$ cat src/rtl/simd_alu_pkg.sv
// constants, opcodes and carrier structs for the packed-arithmetic datapath
// assumes the host pipeline decodes instructions into op_type before issue
package simd_alu_pkg;

    // ------------------------------------------------------------------
    // widths
    // ------------------------------------------------------------------
    localparam int XLEN    = 64;
    localparam int WLEN    = 32;
    localparam int HLEN    = 16;
    localparam int BLEN    = 8;
    localparam int SHAMT_W = 5;
    localparam int SUM_W   = 10;

    // ------------------------------------------------------------------
    // circular index operand layout inside source b
    // ------------------------------------------------------------------
    localparam int CIRCULAR_INDEX_DECREMENT_DEC_LSB = 0;
    localparam int CIRCULAR_INDEX_DECREMENT_DEC_W   = 8;
    localparam int CIRCULAR_INDEX_DECREMENT_RST_LSB = 8;
    localparam int CIRCULAR_INDEX_DECREMENT_RST_W   = 16;

    // ------------------------------------------------------------------
    // reset values and timing
    // ------------------------------------------------------------------
    localparam logic [63:0] RESULT_RESET   = 64'h0000_0000_0000_0000;
    localparam logic        CARRY_RESET    = 1'b0;
    localparam int          LATENCY_CYCLES = 1;

    // ------------------------------------------------------------------
    // operations and carriers
    // ------------------------------------------------------------------
    typedef enum logic [3:0] {
        OP_HSUB_PH,
        OP_HSUB_R_PH,
        OP_HSUB_W,
        OP_HSUB_R_W,
        OP_ADD_SET_CARRY,
        OP_ADD_WITH_CARRY,
        OP_CIRCULAR_INDEX_DECREMENT,
        OP_BYTE_SUM,
        OP_ABS_QB,
        OP_ABS_PH,
        OP_ABS_W,
        OP_NARROW_QB,
        OP_NARROW_FRAC_QB,
        OP_SHIFT_NARROW,
        OP_SHIFT_NARROW_R
    } op_type;

    typedef struct packed {
        logic              valid;
        op_type            op;
        logic [XLEN-1:0]   src_a;
        logic [XLEN-1:0]   src_b;
        logic [SHAMT_W-1:0] shamt;
    } issue_type;

    typedef struct packed {
        logic            valid;
        logic [XLEN-1:0] data;
        logic            dest_is_b;
        logic            carry_write;
    } result_type;

endpackage : simd_alu_pkg

$ cat src/rtl/simd_halving_abs_narrow_alu.sv
// one-stage execution datapath for halving, carry, reduce, abs and narrowing ops
// assumes the pipeline issues one decoded op per cycle and always accepts results
//
// Overview of operation
// - halving pair subtract: each halfword difference arithmetically shifted right one.
// - rounding halving subtracts add one before halving instead of truncating.
// - halving word subtract: full 33-bit difference arithmetically shifted right one.
// - all ops but byte sum sign-extend result bit 31 to 64 bits.
// - add-set-carry writes sum and records carry out into the carry flag.
// - add-with-carry adds both words plus carry flag, writes only result.
// - circular decrement subtracts decrement; on underflow loads reset value instead.
// - byte sum adds four low unsigned bytes, zero-extended to 64 bits.
// - quad byte abs saturates -1.0 to largest positive Q7.
// - pair halfword abs saturates -1.0 to largest positive Q15.
// - word abs saturates -1.0 to largest positive Q31.
// - integer narrow keeps low byte of each of four halfwords.
// - source a low halfwords fill the two upper byte lanes.
// - fractional narrow keeps upper byte; source a fills upper lanes.
// - shift-narrow arithmetically shifts both words right by the shift amount.
// - rounding shift-narrow adds one at the top discarded bit first.
// - low 16 bits of each shifted word go to source-b register lanes.
`timescale 1ns/1ps
module simd_halving_abs_narrow_alu (
    // clock and reset
    input  wire logic                     CLK,
    input  wire logic                     RST_N,
    // issue from the pipeline
    input  wire simd_alu_pkg::issue_type  ISSUE,
    // carry flag write from the pipeline
    input  wire logic                     CARRY_LOAD,
    input  wire logic                     CARRY_LOAD_VALUE,
    // result to the pipeline
    output simd_alu_pkg::result_type      RESULT,
    output logic                          CARRY_FLAG
);

    // ------------------------------------------------------------------
    // operand views
    // ------------------------------------------------------------------
    wire logic [31:0] a = ISSUE.src_a[31:0];
    wire logic [31:0] b = ISSUE.src_b[31:0];
    wire simd_alu_pkg::op_type op = ISSUE.op;

    wire logic round_ph = (op == simd_alu_pkg::OP_HSUB_R_PH);
    wire logic round_w  = (op == simd_alu_pkg::OP_HSUB_R_W);

    // ------------------------------------------------------------------
    // halving subtract, per halfword lane
    // ------------------------------------------------------------------
    logic [31:0] hsub_ph;
    genvar gh;
    generate
        for (gh = 0; gh < 2; gh++) begin : g_hsub
            wire logic signed [17:0] diff = 18'($signed(a[gh*16 +: 16])) - 18'($signed(b[gh*16 +: 16]));
            wire logic signed [17:0] adj  = diff + {17'h0_0000, round_ph};
            assign hsub_ph[gh*16 +: 16] = adj[16:1];
        end
    endgenerate

    // ------------------------------------------------------------------
    // halving subtract, word; guard bits hold the full difference
    // ------------------------------------------------------------------
    wire logic signed [33:0] wdiff  = 34'($signed(a)) - 34'($signed(b));
    wire logic signed [33:0] wadj   = wdiff + {33'h0_0000_0000, round_w};
    wire logic [31:0]        hsub_w = wadj[32:1];

    // ------------------------------------------------------------------
    // additions with carry flag
    // ------------------------------------------------------------------
    wire logic [32:0] sum_sc = {1'b0, a} + {1'b0, b};
    wire logic [31:0] sum_wc = a + b + {31'h0000_0000, CARRY_FLAG};

    // ------------------------------------------------------------------
    // circular index decrement
    // ------------------------------------------------------------------
    wire logic [7:0]  mod_dec   = b[simd_alu_pkg::CIRCULAR_INDEX_DECREMENT_DEC_LSB +: simd_alu_pkg::CIRCULAR_INDEX_DECREMENT_DEC_W];
    wire logic [15:0] mod_rst   = b[simd_alu_pkg::CIRCULAR_INDEX_DECREMENT_RST_LSB +: simd_alu_pkg::CIRCULAR_INDEX_DECREMENT_RST_W];
    wire logic [32:0] mod_diff  = {1'b0, a} - {25'h000_0000, mod_dec};
    wire logic        mod_under = mod_diff[32];
    wire logic [31:0] mod_res   = mod_under ? {16'h0000, mod_rst} : mod_diff[31:0];

    // ------------------------------------------------------------------
    // byte reduction
    // ------------------------------------------------------------------
    wire logic [9:0] byte_sum = {2'b00, a[7:0]} + {2'b00, a[15:8]}
                              + {2'b00, a[23:16]} + {2'b00, a[31:24]};

    // ------------------------------------------------------------------
    // saturating absolute values
    // ------------------------------------------------------------------
    logic [31:0] abs_qb;
    logic [31:0] abs_ph;
    logic [31:0] abs_w;
    genvar gb;
    generate
        for (gb = 0; gb < 4; gb++) begin : g_abs_qb
            abs_sat #(.W(8)) u_abs (.value(b[gb*8 +: 8]), .magnitude(abs_qb[gb*8 +: 8]));
        end
        for (gb = 0; gb < 2; gb++) begin : g_abs_ph
            abs_sat #(.W(16)) u_abs (.value(b[gb*16 +: 16]), .magnitude(abs_ph[gb*16 +: 16]));
        end
    endgenerate
    abs_sat #(.W(32)) u_abs_w (.value(b), .magnitude(abs_w));

    // ------------------------------------------------------------------
    // narrowing; source a always lands in the upper lanes
    // ------------------------------------------------------------------
    wire logic [31:0] narrow_int  = {a[23:16], a[7:0], b[23:16], b[7:0]};
    wire logic [31:0] narrow_frac = {a[31:24], a[15:8], b[31:24], b[15:8]};

    // ------------------------------------------------------------------
    // shift and narrow word pair to halfwords
    // ------------------------------------------------------------------
    wire logic        round_sh = (op == simd_alu_pkg::OP_SHIFT_NARROW_R);
    logic [31:0]      sh_hi;
    logic [31:0]      sh_lo;
    shift_round #(.W(32), .SW(simd_alu_pkg::SHAMT_W)) u_sh_hi (
        .value   (b),
        .amount  (ISSUE.shamt),
        .round   (round_sh),
        .shifted (sh_hi)
    );
    shift_round #(.W(32), .SW(simd_alu_pkg::SHAMT_W)) u_sh_lo (
        .value   (a),
        .amount  (ISSUE.shamt),
        .round   (round_sh),
        .shifted (sh_lo)
    );
    wire logic [31:0] shift_narrow = {sh_hi[15:0], sh_lo[15:0]};

    // ------------------------------------------------------------------
    // result select; flat decode feeds a priority chain, so later ops pass more mux levels
    // ------------------------------------------------------------------
    wire logic is_hsub_ph = (op == simd_alu_pkg::OP_HSUB_PH) || round_ph;
    wire logic is_hsub_w  = (op == simd_alu_pkg::OP_HSUB_W) || round_w;
    wire logic is_sc      = (op == simd_alu_pkg::OP_ADD_SET_CARRY);
    wire logic is_wc      = (op == simd_alu_pkg::OP_ADD_WITH_CARRY);
    wire logic is_mod     = (op == simd_alu_pkg::OP_CIRCULAR_INDEX_DECREMENT);
    wire logic is_sum     = (op == simd_alu_pkg::OP_BYTE_SUM);
    wire logic is_sh      = (op == simd_alu_pkg::OP_SHIFT_NARROW) || round_sh;

    wire logic [31:0] r32 =
        is_hsub_ph                                  ? hsub_ph      :
        is_hsub_w                                   ? hsub_w       :
        is_sc                                       ? sum_sc[31:0] :
        is_wc                                       ? sum_wc       :
        is_mod                                      ? mod_res      :
        (op == simd_alu_pkg::OP_ABS_QB)             ? abs_qb       :
        (op == simd_alu_pkg::OP_ABS_PH)             ? abs_ph       :
        (op == simd_alu_pkg::OP_ABS_W)              ? abs_w        :
        (op == simd_alu_pkg::OP_NARROW_QB)          ? narrow_int   :
        (op == simd_alu_pkg::OP_NARROW_FRAC_QB)     ? narrow_frac  :
        is_sh                                       ? shift_narrow :
                                                      32'h0000_0000;

    wire logic [63:0] next_data = is_sum ? {54'h0_0000_0000_0000, byte_sum}
                                         : {{32{r32[31]}}, r32};

    // carry from the datapath beats a same-cycle load from the pipeline
    wire logic sc_fire    = ISSUE.valid && is_sc;
    wire logic next_carry = sc_fire ? sum_sc[32] : (CARRY_LOAD ? CARRY_LOAD_VALUE : CARRY_FLAG);

    // ------------------------------------------------------------------
    // registers
    // ------------------------------------------------------------------
    always_ff @(posedge CLK or negedge RST_N) begin
        if (!RST_N) begin
            RESULT.valid       <= 1'b0;
            RESULT.data        <= simd_alu_pkg::RESULT_RESET;
            RESULT.dest_is_b   <= 1'b0;
            RESULT.carry_write <= 1'b0;
        end else begin
            RESULT.valid       <= ISSUE.valid;
            RESULT.data        <= ISSUE.valid ? next_data : RESULT.data;
            RESULT.dest_is_b   <= ISSUE.valid && is_sh;
            RESULT.carry_write <= sc_fire;
        end
    end

    always_ff @(posedge CLK or negedge RST_N) begin
        if (!RST_N) begin
            CARRY_FLAG <= simd_alu_pkg::CARRY_RESET;
        end else begin
            CARRY_FLAG <= next_carry;
        end
    end

    // ------------------------------------------------------------------
    // checks: helper copy of the issued op, read only by assertions
    // ------------------------------------------------------------------
    simd_alu_pkg::issue_type iq;
    logic                    cq;
    always_ff @(posedge CLK or negedge RST_N) begin
        if (!RST_N) begin
            iq <= '0;
            cq <= 1'b0;
        end else begin
            iq <= ISSUE;
            cq <= CARRY_FLAG;
        end
    end

    wire logic [31:0] qa = iq.src_a[31:0];
    wire logic [31:0] qb = iq.src_b[31:0];
    wire logic        ok = RESULT.valid;
endmodule : simd_halving_abs_narrow_alu

$ cat src/rtl/abs_sat.sv
// saturating absolute value of one signed fractional lane
// pure combinational; width set by parameter W at each instance
`timescale 1ns/1ps
module abs_sat #(
    parameter int W = 8
) (
    // lane in and out
    input  wire logic [W-1:0] value,
    output logic      [W-1:0] magnitude
);

    // ------------------------------------------------------------------
    // -1.0 has no positive twin, so it clamps to the largest value
    // ------------------------------------------------------------------
    wire logic         is_min  = (value == {1'b1, {(W-1){1'b0}}});
    wire logic [W-1:0] negated = ~value + {{(W-1){1'b0}}, 1'b1};

    assign magnitude = is_min ? {1'b0, {(W-1){1'b1}}} : (value[W-1] ? negated : value);

endmodule : abs_sat

$ cat src/rtl/shift_round.sv
// arithmetic right shift of one word with optional round-half-up
// pure combinational; amount of zero never rounds
`timescale 1ns/1ps
module shift_round #(
    parameter int W  = 32,
    parameter int SW = 5
) (
    // operand and control
    input  wire logic [W-1:0]  value,
    input  wire logic [SW-1:0] amount,
    input  wire logic          round,
    // shifted word
    output logic      [W-1:0]  shifted
);

    // ------------------------------------------------------------------
    // one guard bit keeps the rounding add from wrapping
    // ------------------------------------------------------------------
    wire logic signed [W:0] ext  = {value[W-1], value};
    wire logic signed [W:0] bias = (round && amount != '0) ?
                                   ((W+1)'(1) << (amount - {{(SW-1){1'b0}}, 1'b1})) : '0;
    wire logic signed [W:0] sum  = ext + bias;

    assign shifted = W'(sum >>> amount);

endmodule : shift_round

$ cat config.mk
export PLATFORM = sky130hd
export DESIGN_NAME = simd_halving_abs_narrow_alu
export DESIGN_NICKNAME = d
export VERILOG_FILES = /design/src/rtl/simd_alu_pkg.sv /design/src/rtl/simd_halving_abs_narrow_alu.sv /design/src/rtl/abs_sat.sv /design/src/rtl/shift_round.sv
export SDC_FILE = /design/constraint.sdc
export NUM_CORES = 1
export LEC_CHECK = 0
export BUFFER_PORTS_ARGS = -buffer_cell sky130_fd_sc_hd__buf_2
export CORE_AREA = 5 5 214 372
export CTS_BUF_LIST = sky130_fd_sc_hd__clkbuf_2
export CTS_CLUSTER_DIAMETER = 80
export DETAILED_ROUTE_END_ITERATION = 10
export DIE_AREA = 0 0 219 377
export SLEW_MARGIN = 20
export SYNTH_ARGS = -nofsm -noshare
export SYNTH_HDL_FRONTEND = slang
export SYNTH_SLANG_ARGS = --single-unit
export TNS_END_PERCENT = 30
$ cat constraint.sdc
create_clock -name CLK -period 8.8 [get_ports CLK]
set_input_delay 2.2 -clock CLK [delete_from_list [all_inputs] [get_ports CLK]]
set_output_delay 2.2 -clock CLK [all_outputs]
set_load 0.1 [all_outputs]
# Word level (Yosys, flattened, before mapping)
# Cells that the tools add are included.
# classes
eq_ne	21
muxes	30
reduce_logical	9
bitwise	7
add_sub_neg	23
shifts	3
# op_table
operator	count
$mux W32	14
$add A32 B33 Y33	2
$sshr A33 B5 Y16	2
$mux W16	4
$mux W64	1
$mux W8	8
$add A17 B2 Y17	2
$sub A16 B16 Y17	2
$add A32 B32 Y33	1
$add A33 B2 Y33	1
$mux W33	1
$shl A1 B5 Y33 const A	1
$sub A32 B32 Y33	1
$sub A32 B8 Y33	1
$add A16 B1 Y16 const B	2
$add A32 B1 Y32	1
$add A32 B1 Y32 const B	1
$add A32 B32 Y32	1
$add A8 B1 Y8 const B	4
$eq A16 B16 Y1 const B	2
$eq A32 B32 Y1 const B	1
$eq A8 B8 Y1 const B	4
$not A16 Y16	2
$not A32 Y32	1
15 further kinds	33
# totals
elab_cells	98
out_inout_bits	68
in_bits	142
ff_bits	68

# Depth between registers and ports, before layout
# depth
word_depth	17
ltp_mapped	24
ltp_nobuf	19

# Cells and area by module
# Synthesis repeated with hierarchy kept, for this count alone.
# unflattened
cells_unflattened	3653
area_unflattened_um2	24767.5
# modules_own_cells
module	instances	area_per_inst_um2	cells_each
simd_halving_abs_narrow_alu	1	11084.4	1596
shift_round (u_sh_hi)	1	5639.2	818
shift_round (u_sh_lo)	1	5292.6	815
abs_sat (u_abs_w)	1	967.2	150
abs_sat (g_abs_ph[0].u_abs ...)	2	469.2	65
abs_sat (g_abs_qb[0].u_abs ...)	4	211.5	36

# Least setup slack after synthesis
# OpenSTA, ideal clock, no wires.
# synth_path
path_kind	input-to-reg
start	input port ISSUE[4] (netlist bit)
end	register RESULT[3] (netlist bit)
arrival_ps	7424
stages	21
n_path_buf	8
setup_time_ps	136
slack_ps	1241
path_cell_list	buf_2 -> clkbuf_1 -> buf_2 -> clkbuf_1 -> clkbuf_1 -> clkbuf_1 -> buf_1 -> nor4_1 -> ha_1 -> clkbuf_1 -> nand3_1 -> or4_1 -> o211ai_1 -> maj3_1 -> a21oi_2 -> or3_1 -> and2_4 -> mux2_2 -> mux4_2 -> a2111oi_2 -> o41ai_1
# synth_between
elab_chain_len	17
# synth_rtl
element	line_no	text
start: declaration	simd_halving_abs_narrow_alu.sv:28	input wire simd_alu_pkg::issue_type ISSUE,
$sub A5 B1 Y5 / $reduce_bool A5 Y1 (equally long branches)	shift_round.sv:21, shift_round.sv:20	
$shl A1 B5 Y33 / $logic_and A1 B1 Y1 (equally long branches)	shift_round.sv:21, shift_round.sv:20	
$mux W33	shift_round.sv:20	wire logic signed [W:0] bias = (round && amount != '0) ?
$add A32 B33 Y33	shift_round.sv:22	wire logic signed [W:0] sum = ext + bias;
$sshr A33 B5 Y16 (*)	shift_round.sv:24	assign shifted = W'(sum >>> amount);
$mux W32 (*)	simd_halving_abs_narrow_alu.sv:153	is_sh ? shift_narrow :
$mux W32 (*)	simd_halving_abs_narrow_alu.sv:152	(op == simd_alu_pkg::OP_NARROW_FRAC_QB) ? narrow_frac :
$mux W32 (*)	simd_halving_abs_narrow_alu.sv:151	(op == simd_alu_pkg::OP_NARROW_QB) ? narrow_int :
$mux W32 (*)	simd_halving_abs_narrow_alu.sv:150	(op == simd_alu_pkg::OP_ABS_W) ? abs_w :
$mux W32 (*)	simd_halving_abs_narrow_alu.sv:149	(op == simd_alu_pkg::OP_ABS_PH) ? abs_ph :
$mux W32 (*)	simd_halving_abs_narrow_alu.sv:148	(op == simd_alu_pkg::OP_ABS_QB) ? abs_qb :
$mux W32 (*)	simd_halving_abs_narrow_alu.sv:147	is_mod ? mod_res :
$mux W32 (*)	simd_halving_abs_narrow_alu.sv:146	is_wc ? sum_wc :
$mux W32 (*)	simd_halving_abs_narrow_alu.sv:145	is_sc ? sum_sc[31:0] :
$mux W32 (*)	simd_halving_abs_narrow_alu.sv:144	is_hsub_w ? hsub_w :
$mux W32 (*)	simd_halving_abs_narrow_alu.sv:143	is_hsub_ph ? hsub_ph :
$mux W64 (*)	simd_halving_abs_narrow_alu.sv:156	wire logic [63:0] next_data = is_sum ? {54'h0_0000_0000_0000, byte_sum}
end: declaration	simd_halving_abs_narrow_alu.sv:33	output simd_alu_pkg::result_type RESULT,
# Every way passes the cells marked *; elsewhere a longest branch is shown, timed or not.
# A chain may end at the register's enable or synchronous reset.

# Worst setup path in the final report
# layout_path
start	input port ISSUE[3] (netlist bit)
end	register RESULT[18] (netlist bit)
# The elaborated chain is that of the path after synthesis.

==> impl_metrics.py <==
metrics = {
    "layout": {
        "nets": 3831,
        "drive_above_1_share_pct": 16.06,
        "layout_common_cells": "318 x nand2_1, 315 x a21oi_1, 272 x buf_4",
        "area.growth.synth_to_final_pct": 13.44,
        "layout_commonest_cell": "nand2_1",
        "fillers": 8603,
        "final_cells": 4529,
    },
    "clocking": {
        "cts_buffers": 5,
        "root_buffer": "clkbuf_2",
        "clock_sinks": 36,
        "ctsHoldBuffers": 0,
        "cts.clk_slew.worst_paths_ps": 270,
        "cts_tree": "yes",
        "cts_max_level": 2,
        "post-cts-setup-buffers": 0,
        "cts_buffer_depth": 2,
        "clk_latency_ps": 640,
        "post_cts_resized": 0,
    },
    "synthesis": {
        "synth_top_area_share_pct": 9.222,
        "synthCells": 3340,
        "postSynthAreaPerCell_um2": 6.783,
        "ys_warn_count": 0,
        "ys.flop_type": "dfrtp_1",
        "yosysTopAreaCell": "ha_1",
        "yosysSeqAreaShare_pct": 3.976,
        "synth_cell_types": 111,
        "ys_async_sr_fraction_pct": 100.0,
        "synth-edff-count": 0,
        "ys_ff_latch": 36,
        "netlist_area_mm2": 0.02266,
        "yosys-top-cells-area": "ha_1 9.2%, a21oi_1 7.0%, xnor2_1 6.4%, nand2_1 5.3%, o21ai_0 5.1%",
    },
    "critical_path": {
        "cp.required_ps": 9400,
        "crit_arrival_ps": 8400,
        "endpoint_kind": "register",
        "start_kind": "input port",
        "crit_type": "input port to register",
        "crit_start": "ISSUE[3]",
        "path_max_fanout": 18,
        "r2r-start": "CARRY_FLAG$_DFFE_PN0P_",
    },
    "floorplanning": {
        "num_rows": 134,
        "dieArea_mm2": 0.08256,
        "start_util_pct": 29.77,
        "die_height_um": 377,
        "num_io_pins": 210,
        "die_w_um": 219,
        "fp.coreArea_mm2": 0.07612,
    },
    "worst_hold_path": {
        "hold_class": "register to register",
        "hold_path.startpoint": "RESULT[22]$_DFFE_PN0P_",
    },
    "routing": {
        "postRouteWirelength_mm": 168.9,
        "routed_via_density": 6.791,
        "drcViolationCount": 0,
        "ant_nets": 0,
        "first_pass_iters": 6,
        "drtIter0Drc": 3404,
        "num_vias": 30760,
        "wl_per_cell_um": 37.30,
    },
    "place": {
        "dp_hpwl_mm": 133.0,
        "dp_cells": 4504,
        "gp_routability_congestion": 1.094,
        "io_buffers": 145,
    },
    "timing": {
        "finClkSkew_ps": 53.93,
        "min_period_ps": 7807,
        "slew-limit-headroom_pct": 19.57,
        "grt_setup_unrepaired": "false",
        "slew_violations": 0,
        "period_share_pct": 88.71,
        "worst_slew_pin_slew_ps": 1194,
        "max_freq_mhz": 128.1,
        "setup_viol": 0,
        "setup_tns_ps": 0,
        "finalHoldViolCount": 0,
    },
    "job": {
        "maxCapViolCount": 0,
    },
    "pwr": {
        "peakVddDrop_uv": 174.6,
        "cellPowerDensity_mw_per_mm2": 99.23,
        "p_leak_nw": 10.65,
    },
    "grt": {
        "grt_max_degree": 65,
        "grt_pass1_wl_mm": 232.0,
        "grt_overflow": 0,
        "antenna_found_initial": 20,
        "grt_usage_pct": 39.55,
        "grt_pass1_vias": 30270,
    },
    "run_status": {
        "status": "completed",
    },
}
[synthesized netlist by cell type (29+ instances only)]
cell        n
dfrtp_1    36
o21bai_1   32
o21a_1     37
xor2_1     39
nand2_1   318
and2_1     29
mux2i_1    56
and3_1     34
o22ai_1    30
a21oi_1   317
nor4_1     56
nand2b_1   30
xnor2_1   165
nor3_1     85
nand4_1    47
inv_1     129
o211ai_1   56
a211oi_1   70
clkbuf_1  191
ha_1      167
a31oi_1    57
nor2_1    256
o21ai_0   231
o31ai_1    37
a21o_1     79
nand3_1    98
nor2b_1    31
buf_4      39
fa_1       29
[critical path: stages]
cell      delay [ps]
buf_2            500
buf_4            290
or4b_1           520
nor2_1           190
ha_1             260
ha_1             190
a41oi_1          380
o21ai_0          160
a21oi_1          840
o211ai_1         260
buf_12           230
a21oi_1          330
xnor2_1          280
mux2i_1          180
buf_4            170
nand2_1           50
o21ai_0          140
o21ai_0          890
a31o_2           280
[power by group]
group	switching, mW	internal (mW)	leakage [nW]	total (mW)
Clock	0.0907	0.0484	0.0431	0.139
Combinational	1.58	0.587	10.2	2.17
Sequential	0.0462	0.194	0.446	0.240
Total	1.72	0.829	10.6	2.55
[state kept, by name (all words and copies together) (netlist names)]
| name | count |
|---|---|
| CARRY_FLAG | 1 |
| ok | 1 |
| RESULT | 34 |
[layer usage]
metal / part of all wire [%] / GRT usage [%] / vias up
li1: - / - / 12960
met1: 31 / 37.84 / 14760
met2: 46 / 65.59 / 2054
met3: 8.0 / 10.10 / 973
met4: 14 / 42.47 / 8
met5: 0.036 / 0 / -
[per-stage QoR]
stage	area, um^2	hold WS (ps)	utilization [%]	worst slack, ps	power, mW
after global placement	25550	500.6	33.57	998.4	2.318
after CTS	25610	557.7	33.65	1567	2.458
after global routing	25670	591.7	33.73	780.5	2.629
after floorplan	22660	1029	-	1241	1.626
final	25700	554.7	33.76	993.2	2.550
after detailed placement	25550	501.9	33.57	978.3	2.315
[final timing paths]
check	end	slack [ps]	depth (start not counted)
worst max register to register	RESULT[26]$_DFFE_PN0P_	3960	15
min in group asynchronous	CARRY_FLAG$_DFFE_PN0P_	1670	1
max in group asynchronous	RESULT[7]$_DFFE_PN0P_	6380	1
worst min-delay path	RESULT[22]$_DFFE_PN0P_	550	2
worst max-delay path	RESULT[18]$_DFFE_PN0P_	990	19
worst min register to register	RESULT[22]$_DFFE_PN0P_	550	2
[kinds of logic (layout without fill, tap and decap cells)]
| family | after synthesis | in the layout | share of synthesized area, % |
|---|---|---|---|
| flip-flops | 36 | 36 | 3.976 |
| AO/OA/AOI/OAI | 1279 | 1279 | 38.34 |
| buffers and inverters | 413 | 566 | 7.660 |
| adder cells (fa/ha/maj) | 204 | 204 | 12.14 |
| AND/OR/NAND/NOR | 1099 | 1099 | 23.82 |
| other | 1 | 17 | 0.01655 |
| XOR/XNOR | 207 | 207 | 8.129 |
| multiplexers | 101 | 101 | 5.915 |
[final cells by class]
class / count / area [um^2] / area share [%]
clock buffer: 6 / 30.03 / 0.1168
sequential: 36 / 900.9 / 3.505
clock inverter: 2 / 35.03 / 0.1363
antenna: 15 / 37.54 / 0.1460
tap: 1020 / 1276 / 4.966
inverter: 139 / 521.8 / 2.030
multi-input combinational: 2892 / 20070 / 78.10
timing repair buffer: 419 / 2826 / 11.00
(Power assumes the default switching activity.)
